===== src/shared/ssap_pkg.sv =====
/*
 * shared constants, types and helpers of the sensor serial access port.
 * assumes a design clock of 200 MHz and a byte addressed serial register space of 16 bit words.
 */
`default_nettype none

package ssap_pkg;

    // ========================================================================
    // spi frame lengths and crc
    // ========================================================================
    localparam logic [5:0] FRAME_LEN_16 = 6'h10;
    localparam logic [5:0] FRAME_LEN_17 = 6'h11;
    localparam logic [5:0] FRAME_LEN_20 = 6'h14;
    localparam logic [5:0] FRAME_LEN_21 = 6'h15;
    localparam logic [5:0] BIT_CNT_MAX = 6'h3F;
    localparam logic [3:0] CRC_PRESET = 4'hF;

    // ========================================================================
    // supply line command layout
    // ========================================================================
    localparam logic [5:0] MAN_WRITE_BITS = 6'h1E;
    localparam logic [5:0] MAN_READ_BITS = 6'h0E;
    localparam logic [5:0] ACCESS_ADDR = 6'h3F;
    localparam logic [15:0] ACCESS_DATA = 16'h62D2;
    localparam logic [5:0] TX_LAST_SLOT = 6'h1F;

    // ========================================================================
    // pin synchroniser slots
    // ========================================================================
    localparam int PIN_SCLK = 0;
    localparam int PIN_CS_N = 1;
    localparam int PIN_MOSI = 2;
    localparam int PIN_SUPPLY = 3;
    localparam int PIN_DIE_LOW = 4;
    localparam int PIN_DIE_HIGH = 5;
    localparam int PIN_COUNT = 6;
    localparam logic [PIN_COUNT-1:0] PIN_IDLE = 6'h03;

    typedef enum logic [1:0] {
        MAN_IDLE,
        MAN_SYNC,
        MAN_DATA
    } man_state_t;

    // one access to the serial register memory
    typedef struct packed {
        logic wr_en;
        logic rd_en;
        logic [4:0] addr;
        logic [1:0] be;
        logic [15:0] wdata;
    } mem_req_t;

    // crc x^4+x+1, preset all ones, bit 15 first
    function automatic logic [3:0] crc4_calc(input logic [15:0] d);
        logic [3:0] c;
        logic inv;
        c = CRC_PRESET;
        for (int i = 15; i >= 0; i--) begin
            inv = d[i] ^ c[3];
            c = {c[2], c[1], c[0] ^ inv, inv};
        end
        return c;
    endfunction : crc4_calc

    // even address gives the word, odd address the low byte only, address zero reads as zero
    function automatic logic [15:0] read_format(input logic [5:0] addr,
                                                input logic [15:0] word);
        logic [15:0] r;
        r = word;
        if (addr == 6'h00) begin
            r = 16'h0000;
        end else if (addr[0]) begin
            r = {8'h00, word[7:0]};
        end
        return r;
    endfunction : read_format

    // manchester line levels, two half slots per bit, msb first
    function automatic logic [31:0] man_pattern(input logic [15:0] d);
        logic [31:0] p;
        p = '0;
        for (int i = 0; i < 16; i++) begin
            p[31-2*i] = d[15-i];
            p[30-2*i] = ~d[15-i];
        end
        return p;
    endfunction : man_pattern

endpackage : ssap_pkg

`default_nettype wire


===== src/rtl/sensor_serial_access_port.sv =====
/*
 * serial access port of the angle sensor die: mode 3 spi slave onto the
 * serial registers, and supply line manchester receiver with open drain
 * read response on the pwm pin.
 * assumes spi and supply pins are asynchronous and sampled here, and that
 * i_pwm_angle is the angle pwm stream from logic on i_clock.
 */
`default_nettype none

// Summary of operation
// spi frames are 16, 17 or 20 bits; 20 adds four crc bits
// 17 bit frames accepted only while seventeen bit enable is set
// extra clock warning on overlong frames, never on clean allowed lengths
// shared bus host sends 21 bits: 20 bit frame shifted, trailing zero
// a 21 bit frame repeats the top crc bit on the last edge
// write frame: zero, write bit, six address bits, eight data, crc
// host writes a full register as separate even and odd byte writes
// mosi sampled on each rising sclk edge
// read data returns in the next frame, reads pipeline back to back
// all zero frame reads address zero, no effect, reads as zero
// host ignores miso unless previous frame held a read
// even read gives full word, odd read gives byte, upper zero
// more than 16 clocks out appends crc on miso automatically
// mosi crc ignored unless crc check enable set
// checked frame with bad crc is dropped and crc warning set
// crc x^4+x+1, preset ones, bit 15 first, sent c3 to c0
// host waits for extended read done before reading read data
// manchester: rising mid edge is 0, falling is 1, msb first
// die identity taken from the two die select pins, four dies
// manchester disable set ignores all supply line traffic
// measure host bit rate and answer reads at that rate
// no action on supply line commands before a valid access code
// entering manchester mode stops angle pwm at once
// spi mode 3: clock idles high, capture on rising edge
// access code is broadcast write, address all ones, data 62d2; code does not check the target field
// each host manchester command starts with two zero sync bits
// chip select release clears the frame and judges its length
module sensor_serial_access_port
    import ssap_pkg::*;
#(
    parameter int CNT_W = 20
) (
    // clock and reset
    input wire logic i_clock,
    input wire logic i_reset_n,
    // spi pins
    input wire logic i_sclk,
    input wire logic i_cs_n,
    input wire logic i_mosi,
    output logic o_miso,
    // configuration
    input wire logic i_seventeen_bit_frame_enable,
    input wire logic i_mosi_crc_check_enable,
    input wire logic i_manchester_disable,
    input wire logic i_clear_warnings,
    // die select and supply line
    input wire logic i_die_select_pin_low,
    input wire logic i_die_select_pin_high,
    input wire logic i_supply_level,
    // pwm pin, open drain
    input wire logic i_pwm_angle,
    output logic o_pwm_out,
    output logic o_pwm_oe,
    // status
    output logic o_extra_clock_warning,
    output logic o_crc_error_warning,
    output logic o_manchester_mode
);

    typedef struct packed {
        logic [PIN_COUNT-1:0] s0;
        logic [PIN_COUNT-1:0] s1;
        logic [PIN_COUNT-1:0] s2;
        logic [PIN_COUNT-1:0] flt;
        logic [5:0] bit_cnt;
        logic [20:0] rx;
        logic [20:0] tx;
        logic miso;
        logic [15:0] tx_word;
        logic [5:0] spi_rd_addr;
        logic spi_rd_wait;
        logic extra_warn;
        logic crc_warn;
        man_state_t mstate;
        logic [CNT_W-1:0] period;
        logic [CNT_W-1:0] cnt;
        logic [29:0] mbits;
        logic [5:0] mcount;
        logic mode;
        logic m_req_wr;
        logic m_req_rd;
        logic [5:0] m_addr;
        logic [15:0] m_data;
        logic m_rd_wait;
        logic tx_active;
        logic [31:0] pat;
        logic [CNT_W-1:0] half_cnt;
        logic [5:0] slots;
        logic pwm_oe;
    } state_t;

    state_t s;
    state_t next_s;
    mem_req_t mem_req;
    logic [15:0] mem_rdata;
    logic [PIN_COUNT-1:0] agree;
    logic [PIN_COUNT-1:0] rise;
    logic [PIN_COUNT-1:0] fall;
    logic spi_end;
    logic frame_ok;
    logic has_crc;
    logic crc_bad;
    logic spi_wr;
    logic spi_rd;
    logic man_grant;
    logic [15:0] payload;
    logic [3:0] rx_crc;
    logic [CNT_W:0] win_lo;
    logic [CNT_W:0] win_hi;
    logic [1:0] die_id;
    logic [3:0] target;
    logic id_match;

    // ========================================================================
    // register memory
    // ========================================================================
    ssap_reg_mem #(
        .WORDS(32)
    ) u_mem (
        .i_clock(i_clock),
        .i_reset_n(i_reset_n),
        .i_req(mem_req),
        .o_rd_data(mem_rdata)
    );

    // ========================================================================
    // next state
    // ========================================================================
    always_comb begin
        next_s = s;
        // three stage pin sampling, a change counts once stages two and
        // three agree
        next_s.s0 = {i_die_select_pin_high, i_die_select_pin_low,
                     i_supply_level, i_mosi, i_cs_n, i_sclk};
        next_s.s1 = s.s0;
        next_s.s2 = s.s1;
        agree = ~(s.s1 ^ s.s2);
        rise = agree & s.s2 & ~s.flt;
        fall = agree & ~s.s2 & s.flt;
        next_s.flt = (agree & s.s2) | (~agree & s.flt);

        // frame fields by length
        spi_end = rise[PIN_CS_N];
        frame_ok = 1'b0;
        has_crc = 1'b0;
        payload = s.rx[15:0];
        rx_crc = s.rx[3:0];
        case (s.bit_cnt)
            FRAME_LEN_16: begin
                frame_ok = 1'b1;
            end
            FRAME_LEN_17: begin
                frame_ok = i_seventeen_bit_frame_enable;
                payload = s.rx[16:1];
            end
            FRAME_LEN_20: begin
                frame_ok = 1'b1;
                has_crc = 1'b1;
                payload = s.rx[19:4];
            end
            FRAME_LEN_21: begin
                frame_ok = 1'b1;
                has_crc = 1'b1;
                payload = s.rx[20:5];
                rx_crc = s.rx[4:1];
            end
            default: begin
                frame_ok = 1'b0;
            end
        endcase
        crc_bad = has_crc && i_mosi_crc_check_enable
                  && (crc4_calc(payload) != rx_crc);
        // frame start bit zero, then write bit, address and data
        spi_wr = spi_end && frame_ok && !crc_bad && !payload[15]
                 && payload[14] && (payload[13:9] != 5'h00);
        spi_rd = spi_end && frame_ok && !crc_bad && !payload[15]
                 && !payload[14];

        // spi shifting while selected, cleared on select
        if (fall[PIN_CS_N]) begin
            next_s.bit_cnt = '0;
            next_s.rx = '0;
            next_s.tx = {s.tx_word, crc4_calc(s.tx_word),
                         1'b0};
            next_s.tx[0] = next_s.tx[4];
        end else if (!s.flt[PIN_CS_N]) begin
            if (rise[PIN_SCLK]) begin
                next_s.rx = {s.rx[19:0], s.flt[PIN_MOSI]};
                if (s.bit_cnt != BIT_CNT_MAX) begin
                    next_s.bit_cnt = s.bit_cnt + 6'h01;
                end
            end
            if (fall[PIN_SCLK]) begin
                next_s.miso = s.tx[20];
                next_s.tx = {s.tx[19:0], 1'b0};
            end
        end
        if (spi_end) begin
            next_s.bit_cnt = '0;
            next_s.miso = 1'b0;
            next_s.tx_word = 16'h0000;
            next_s.spi_rd_addr = payload[13:8];
        end
        next_s.spi_rd_wait = spi_rd;
        if (s.spi_rd_wait) begin
            next_s.tx_word = read_format(s.spi_rd_addr, mem_rdata);
        end

        // sticky warnings, a set wins over a clear
        next_s.extra_warn = (s.extra_warn & ~i_clear_warnings)
                            | (spi_end && !frame_ok
                               && s.bit_cnt > FRAME_LEN_16);
        next_s.crc_warn = (s.crc_warn & ~i_clear_warnings)
                          | (spi_end && frame_ok && crc_bad);

        // manchester receive, window from the measured bit period
        win_lo = {2'b00, s.period[CNT_W-1:1]} + {3'b000, s.period[CNT_W-1:2]};
        win_hi = {1'b0, s.period} + {3'b000, s.period[CNT_W-1:2]};
        die_id = {s.flt[PIN_DIE_HIGH], s.flt[PIN_DIE_LOW]};
        target = (s.mcount == MAN_WRITE_BITS) ? s.mbits[28:25]
                                              : s.mbits[12:9];
        id_match = (target == 4'h0) || target[die_id];
        if (s.cnt != '1) begin
            next_s.cnt = s.cnt + 1'b1;
        end
        case (s.mstate)
            MAN_IDLE: begin
                if (rise[PIN_SUPPLY]) begin
                    next_s.cnt = '0;
                    next_s.mstate = MAN_SYNC;
                end
            end
            MAN_SYNC: begin
                if (rise[PIN_SUPPLY]) begin
                    next_s.period = s.cnt + 1'b1;
                    next_s.cnt = '0;
                    next_s.mcount = '0;
                    next_s.mbits = '0;
                    next_s.mstate = MAN_DATA;
                end else if (s.cnt == '1) begin
                    next_s.mstate = MAN_IDLE;
                end
            end
            MAN_DATA: begin
                if ((rise[PIN_SUPPLY] || fall[PIN_SUPPLY])
                    && {1'b0, s.cnt} >= win_lo) begin
                    next_s.mbits = {s.mbits[28:0], fall[PIN_SUPPLY]};
                    if (s.mcount != BIT_CNT_MAX) begin
                        next_s.mcount = s.mcount + 6'h01;
                    end
                    next_s.cnt = '0;
                end else if ({1'b0, s.cnt} > win_hi) begin
                    next_s.mstate = MAN_IDLE;
                    if (s.mcount == MAN_WRITE_BITS && !s.mbits[29]
                        && s.mbits[24:19] == ACCESS_ADDR
                        && s.mbits[18:3] == ACCESS_DATA) begin
                        next_s.mode = 1'b1;
                    end else if (s.mode && id_match) begin
                        if (s.mcount == MAN_WRITE_BITS && !s.mbits[29]) begin
                            next_s.m_req_wr = 1'b1;
                            next_s.m_addr = s.mbits[24:19];
                            next_s.m_data = s.mbits[18:3];
                        end else if (s.mcount == MAN_READ_BITS
                                     && s.mbits[13]) begin
                            next_s.m_req_rd = 1'b1;
                            next_s.m_addr = s.mbits[8:3];
                        end
                    end
                end
            end
            default: begin
                next_s.mstate = MAN_IDLE;
            end
        endcase
        if (i_manchester_disable) begin
            next_s.mstate = MAN_IDLE;
        end

        // memory access, spi first, supply line waits its turn
        mem_req = '0;
        man_grant = 1'b0;
        if (spi_wr || spi_rd) begin
            mem_req.wr_en = spi_wr;
            mem_req.rd_en = spi_rd;
            mem_req.addr = payload[13:9];
            mem_req.be = payload[8] ? 2'b01 : 2'b10;
            mem_req.wdata = {payload[7:0], payload[7:0]};
        end else if ((s.m_req_wr && s.m_addr[5:1] != 5'h00) || s.m_req_rd) begin
            man_grant = 1'b1;
            mem_req.wr_en = s.m_req_wr;
            mem_req.rd_en = s.m_req_rd;
            mem_req.addr = s.m_addr[5:1];
            mem_req.be = 2'b11;
            mem_req.wdata = s.m_data;
        end
        if (man_grant || (s.m_req_wr && s.m_addr[5:1] == 5'h00)) begin
            next_s.m_req_wr = 1'b0;
            next_s.m_req_rd = 1'b0;
        end
        next_s.m_rd_wait = man_grant && s.m_req_rd;

        // response on the pwm pin at the measured rate
        if (s.m_rd_wait) begin
            next_s.pat = man_pattern(read_format(s.m_addr, mem_rdata));
            next_s.tx_active = 1'b1;
            next_s.half_cnt = '0;
            next_s.slots = '0;
        end else if (s.tx_active) begin
            next_s.half_cnt = s.half_cnt + 1'b1;
            if ({1'b0, s.half_cnt} + 1'b1 >= {2'b00, s.period[CNT_W-1:1]}) begin
                next_s.half_cnt = '0;
                next_s.pat = {s.pat[30:0], 1'b1};
                next_s.slots = s.slots + 6'h01;
                if (s.slots == TX_LAST_SLOT) begin
                    next_s.tx_active = 1'b0;
                end
            end
        end
        // a low level pulls the pin, angle pwm stops in manchester mode
        next_s.pwm_oe = next_s.mode ? (next_s.tx_active & ~next_s.pat[31])
                                    : ~i_pwm_angle;
    end

    // ========================================================================
    // state register
    // ========================================================================
    always_ff @(posedge i_clock) begin
        if (!i_reset_n) begin
            s <= '0;
            s.s0 <= PIN_IDLE;
            s.s1 <= PIN_IDLE;
            s.s2 <= PIN_IDLE;
            s.flt <= PIN_IDLE;
        end else begin
            s <= next_s;
        end
    end

    // outputs straight from flip-flops, open drain data held low
    assign o_miso = s.miso;
    assign o_pwm_out = s.mbits[0] & 1'b0;
    assign o_pwm_oe = s.pwm_oe;
    assign o_extra_clock_warning = s.extra_warn;
    assign o_crc_error_warning = s.crc_warn;
    assign o_manchester_mode = s.mode;
endmodule : sensor_serial_access_port

`default_nettype wire


===== src/rtl/ssap_reg_mem.sv =====
/*
 * serial register memory: 32 words of two bytes, byte lane writes,
 * registered read data one cycle after the read request.
 * assumes the caller never reads and writes the same word in one cycle.
 */
`default_nettype none

module ssap_reg_mem
    import ssap_pkg::*;
#(
    parameter int WORDS = 32
) (
    // clock and reset
    input wire logic i_clock,
    input wire logic i_reset_n,
    // access
    input wire mem_req_t i_req,
    output logic [15:0] o_rd_data
);

    typedef struct packed {
        logic [WORDS-1:0][15:0] words;
        logic [15:0] rd_data;
    } mem_state_t;

    mem_state_t s;
    mem_state_t next_s;

    // ========================================================================
    // byte lane writes and registered read
    // ========================================================================
    always_comb begin
        next_s = s;
        if (i_req.rd_en) begin
            next_s.rd_data = s.words[i_req.addr];
        end
        for (int b = 0; b < 2; b++) begin
            if (i_req.wr_en && i_req.be[b]) begin
                next_s.words[i_req.addr][b*8 +: 8] = i_req.wdata[b*8 +: 8];
            end
        end
    end

    // state register
    always_ff @(posedge i_clock) begin
        if (!i_reset_n) begin
            s <= '0;
        end else begin
            s <= next_s;
        end
    end

    assign o_rd_data = s.rd_data;

endmodule : ssap_reg_mem

`default_nettype wire


===== config.mk =====
export PLATFORM = sky130hd
export DESIGN_NAME = sensor_serial_access_port
export DESIGN_NICKNAME = d
export VERILOG_FILES = /design/src/shared/ssap_pkg.sv /design/src/rtl/sensor_serial_access_port.sv /design/src/rtl/ssap_reg_mem.sv
export SDC_FILE = /design/constraint.sdc
export NUM_CORES = 2
export LEC_CHECK = 0
export BUFFER_PORTS_ARGS = -buffer_cell sky130_fd_sc_hd__buf_4
export CAP_MARGIN = 20
export CORE_ASPECT_RATIO = 1.2
export CORE_MARGIN = 1
export CORE_UTILIZATION = 55
export CTS_CLUSTER_DIAMETER = 200
export DETAILED_ROUTE_END_ITERATION = 12
export PLACE_DENSITY = 0.77
export SETUP_SLACK_MARGIN = 0.5
export SYNTH_ARGS = -nofsm -noshare
export SYNTH_HDL_FRONTEND = slang
export SYNTH_SLANG_ARGS = --single-unit

===== constraint.sdc =====
create_clock -name i_clock -period 15.83 [get_ports i_clock]
set_input_delay 2.3745 -clock i_clock [delete_from_list [all_inputs] [get_ports i_clock]]
set_output_delay 2.3745 -clock i_clock [all_outputs]
set_load 0.02 [all_outputs]

==> flow_summary.toml <==
[sta]
final.setup_skew_ns = 0.0224
max_clock_freq_ghz = 0.146
timing.slew.headroom_pct = 19.9
totalNegativeSetupSlack_ns = 0
final-hold-violation-count = 0
worst_pin_slew_ns = 1.20
rsz0062_at_grt = "no"
final-setup-viol-count = 0
layout_worst_path_cycle_share_pct = 43.3
slew_viol_final = 0
fin_worst_hold_slack_ns = 0.420
finalCriticalPeriod_ns = 6.85
final_critical_path_setup_slack_ns = 8.98

[logic_synthesis]
postSynth.asyncResetShare_pct = 0
synth_enable_flop_cells = 0
synth_largest_area_cell = "sky130_fd_sc_hd__dfxtp_1"
number_of_warnings_printed_during_yosys_synthesis = 0
post-synth-top-area-fraction_pct = 41.9
synth_cells = 4126
ys_seq_area_share_pct = 41.9
synth.ff_latch_count = 790
synth_area_per_cell_sq_um = 9.15
syn_nets = 4252
yosys.cell_types.count = 97
ys.flop_type = "sky130_fd_sc_hd__dfxtp_1"
synth.area.top_cells = "sky130_fd_sc_hd__dfxtp_1, sky130_fd_sc_hd__a211oi_1, sky130_fd_sc_hd__nor2_1, sky130_fd_sc_hd__ha_1, sky130_fd_sc_hd__mux2i_1"
synth.cell_area_sq_um = 37800

[clock_tree]
holdBufCountCts = 0
postCtsSetupRepairBufs = 0
cts.htree.levels = 3
cts.clk_slew.worst_paths_ns = 0.06
clock_latency_of_the_later_clocked_register_in_the_worst_skew_pair_ns = 0.63
numClockSinks = 790
cts_tree = "done"
ctsLongestPathBuffers = 3
cts_root_buffer = "sky130_fd_sc_hd__clkbuf_16"
cts_inserted_buffers = 79
ctsResizeCount = 0

[die]
num_io_pins = 19
placeable_core_region_sq_um = 67500
fp.dieH_microns = 289
placement_rows = 104
die_x_microns = 241
floorplan.initialDensity_pct = 55.9
design.die.area_sq_um = 69700

[power]
clkPwrFrac_pct = 47.2
net-switching-power_uw = 833
power_leakage_uw = 0.0130
netSwitchingFraction_pct = 21.4
power.density_cell_area_nw_per_um2 = 96.4
design_power_total_uw = 3900
power_report.internal_total_uw = 3070
combPwrFrac_pct = 1.6
power.ir.vdd_worst_v = 0.0000725
seq_power_share_pct = 51.2

[global_routing]
grt.met2_usage_pct = 46.5
grt_max_degree = 170
grt_busiest_layer = "met2"
grt_util_met3_pct = 3.54
track_usage_pct = 28.2
antenna_found_initial = 0
grt_first_pass_wirelength_microns = 158000
gr-usage-met1_pct = 36.5
grt_pass1_vias = 28700
grt_overflow = 0

[detailed_routing]
detailedRoute.firstIterationViolations = 2604
drc_errors = 0
vias_per_cell = 6.16
avgRoutedWirePerCell_microns = 20.2
ant_nets = 0
detail_route.first_pass.iterations = 6
num_vias = 30200
route.final.wire_length_microns = 98900

[cells_and_area]
design_area_sq_um = 40500
area_delta_synth_final_pct = 7.13
drive_gt1_share_pct = 10.1
antennaDiodeCount = 0
most_frequent_standard_cell_in_the_layout_excluding_fill_and_tap_cells = "sky130_fd_sc_hd__dfxtp_1"
nets = 4070
mostFrequentLayoutCells = "sky130_fd_sc_hd__dfxtp_1, sky130_fd_sc_hd__nor2_1, sky130_fd_sc_hd__a211oi_1"

[flow_run]
drv.max_cap_violation_count = 0

[placed_design]
placer_congestion = 0.894
dpl_worst_slack_ns = 9.00
port_buffers = 17
detailed_place.area_sq_um = 37900
dp_hpwl_microns = 63400

[worst_setup_path]
cp_max_fo = 39
critical_path_launch_point_type = "flip-flop"
path_class = "reg2reg"
cp.arrival_ns = 7.35
end_kind = "flip-flop"
cp.required_ns = 16.32
timing.reg2reg.setup_slack_ns = 8.98

[min_path]
worstHoldPathType = "reg2reg"

[status]
run_status = "complete, no violations"
-- power by group through the flow --
stage	Clock [uW]	Sequential, uW	Combinational, uW
finish	1840	1990	63.2
global route	1940	1990	68.5
CTS	1860	1990	62.6
detailed placement	0	2040	62.2
global placement	0	2040	61.9
floorplan	0	2040	45.5
-- kinds of logic (layout without fill, tap and decap cells) --
logic type	count (synthesis)	in the layout	synth area share, %
fa+ha+maj	113	113	3.78
mux	212	212	7.65
compound gates	1145	1145	21.3
other cells	1	1	0.00993
flops	790	790	41.9
buf+inv	395	270	4.88
xor+xnor	130	130	3.16
simple gates	1340	1340	17.3
-- final timing paths --
kind	depth (start not counted)	end	startpoint
worst max-delay path	16	u_mem.o_rd_data[9]	s[237]
worst max register to register	16	u_mem.o_rd_data[9]	s[237]
worst min-delay path	1	next_s[244]	next_s[250]
worst min register to register	1	next_s[244]	next_s[250]
-- stage by stage --
stage	utilization [%]	instances
global route	59.9	4902
finish	59.9	4902
CTS	59.9	4901
floorplan	-	4126
global placement	56.2	4763
detailed placement	56.2	4763
-- area by class of cell --
type	instances	area, sq um
clock inverter	22	210
sequential	790	15800
fill	5673	27100
inverter	64	248
multi-input combinational	2941	20200
clock buffer	116	2310
timing repair buffer	68	523
tap	901	1130
-- per-layer routing --
metal  vias to the layer above  share of wire (%)
li1                      14600                  -
met1                     14400                 43
met2                       946                 47
met3                       231                5.6
met4                         0                4.2
met5                         -                  0
-- cell usage after synthesis (7+ instances only) --
| library cell | count |
|---|---|
| sky130_fd_sc_hd__a2111oi_0 | 8 |
| sky130_fd_sc_hd__clkbuf_1 | 208 |
| sky130_fd_sc_hd__a211oi_1 | 529 |
| sky130_fd_sc_hd__mux4_2 | 60 |
| sky130_fd_sc_hd__nand2b_1 | 24 |
| sky130_fd_sc_hd__mux2i_1 | 138 |
| sky130_fd_sc_hd__nor2b_1 | 33 |
| sky130_fd_sc_hd__buf_2 | 59 |
| sky130_fd_sc_hd__ha_1 | 111 |
| sky130_fd_sc_hd__nand4_1 | 38 |
| sky130_fd_sc_hd__nor2_1 | 631 |
| sky130_fd_sc_hd__nand2_1 | 248 |
| sky130_fd_sc_hd__buf_6 | 19 |
| sky130_fd_sc_hd__and3_1 | 26 |
| sky130_fd_sc_hd__o21ai_0 | 83 |
| sky130_fd_sc_hd__dfxtp_1 | 790 |
| sky130_fd_sc_hd__nand3_1 | 116 |
| sky130_fd_sc_hd__a22oi_1 | 66 |
| sky130_fd_sc_hd__o211a_1 | 14 |
| sky130_fd_sc_hd__o21a_1 | 32 |
| sky130_fd_sc_hd__and4_1 | 8 |
| sky130_fd_sc_hd__and2_1 | 22 |
| sky130_fd_sc_hd__buf_4 | 38 |
| sky130_fd_sc_hd__nand3b_1 | 7 |
| sky130_fd_sc_hd__a21oi_1 | 224 |
| sky130_fd_sc_hd__nor4_1 | 14 |
| sky130_fd_sc_hd__or4_1 | 8 |
| sky130_fd_sc_hd__nor3_1 | 35 |
| sky130_fd_sc_hd__a211oi_2 | 12 |
| sky130_fd_sc_hd__nor2_4 | 60 |
| sky130_fd_sc_hd__inv_1 | 63 |
| sky130_fd_sc_hd__a31oi_1 | 25 |
| sky130_fd_sc_hd__xor2_1 | 33 |
| sky130_fd_sc_hd__buf_1 | 7 |
| sky130_fd_sc_hd__or3_1 | 23 |
| sky130_fd_sc_hd__a21o_1 | 24 |
| sky130_fd_sc_hd__mux2_2 | 14 |
| sky130_fd_sc_hd__nand3_4 | 9 |
| sky130_fd_sc_hd__xnor2_1 | 92 |
| sky130_fd_sc_hd__o22ai_1 | 38 |
| sky130_fd_sc_hd__o21bai_1 | 18 |
-- registers in the layout, summed over array words and instances (netlist names), 12 cells and up, named ones only --
| signal | count |
|---|---|
| next_s | 12 |
| s | 239 |
| u_mem.o_rd_data | 16 |
| u_mem.s | 512 |
-- worst max-delay path, cell delays in order, from the launching register on --
cell                       delay, ns
sky130_fd_sc_hd__dfxtp_1        0.41
sky130_fd_sc_hd__clkinv_1       0.73
sky130_fd_sc_hd__and2_0         0.53
sky130_fd_sc_hd__a221oi_4       0.55
sky130_fd_sc_hd__xnor2_2        0.19
sky130_fd_sc_hd__xnor3_1        0.43
sky130_fd_sc_hd__xnor2_1        0.18
sky130_fd_sc_hd__and3_1         0.24
sky130_fd_sc_hd__o22ai_4        0.24
sky130_fd_sc_hd__a21boi_4       0.10
sky130_fd_sc_hd__o21ai_4        0.65
sky130_fd_sc_hd__buf_4          0.67
sky130_fd_sc_hd__mux4_2         0.58
sky130_fd_sc_hd__nor2b_1        0.13
sky130_fd_sc_hd__or4_1          0.55
sky130_fd_sc_hd__nor4_2         0.35
sky130_fd_sc_hd__a31oi_1        0.14
Power figures use the tool's default switching activity.
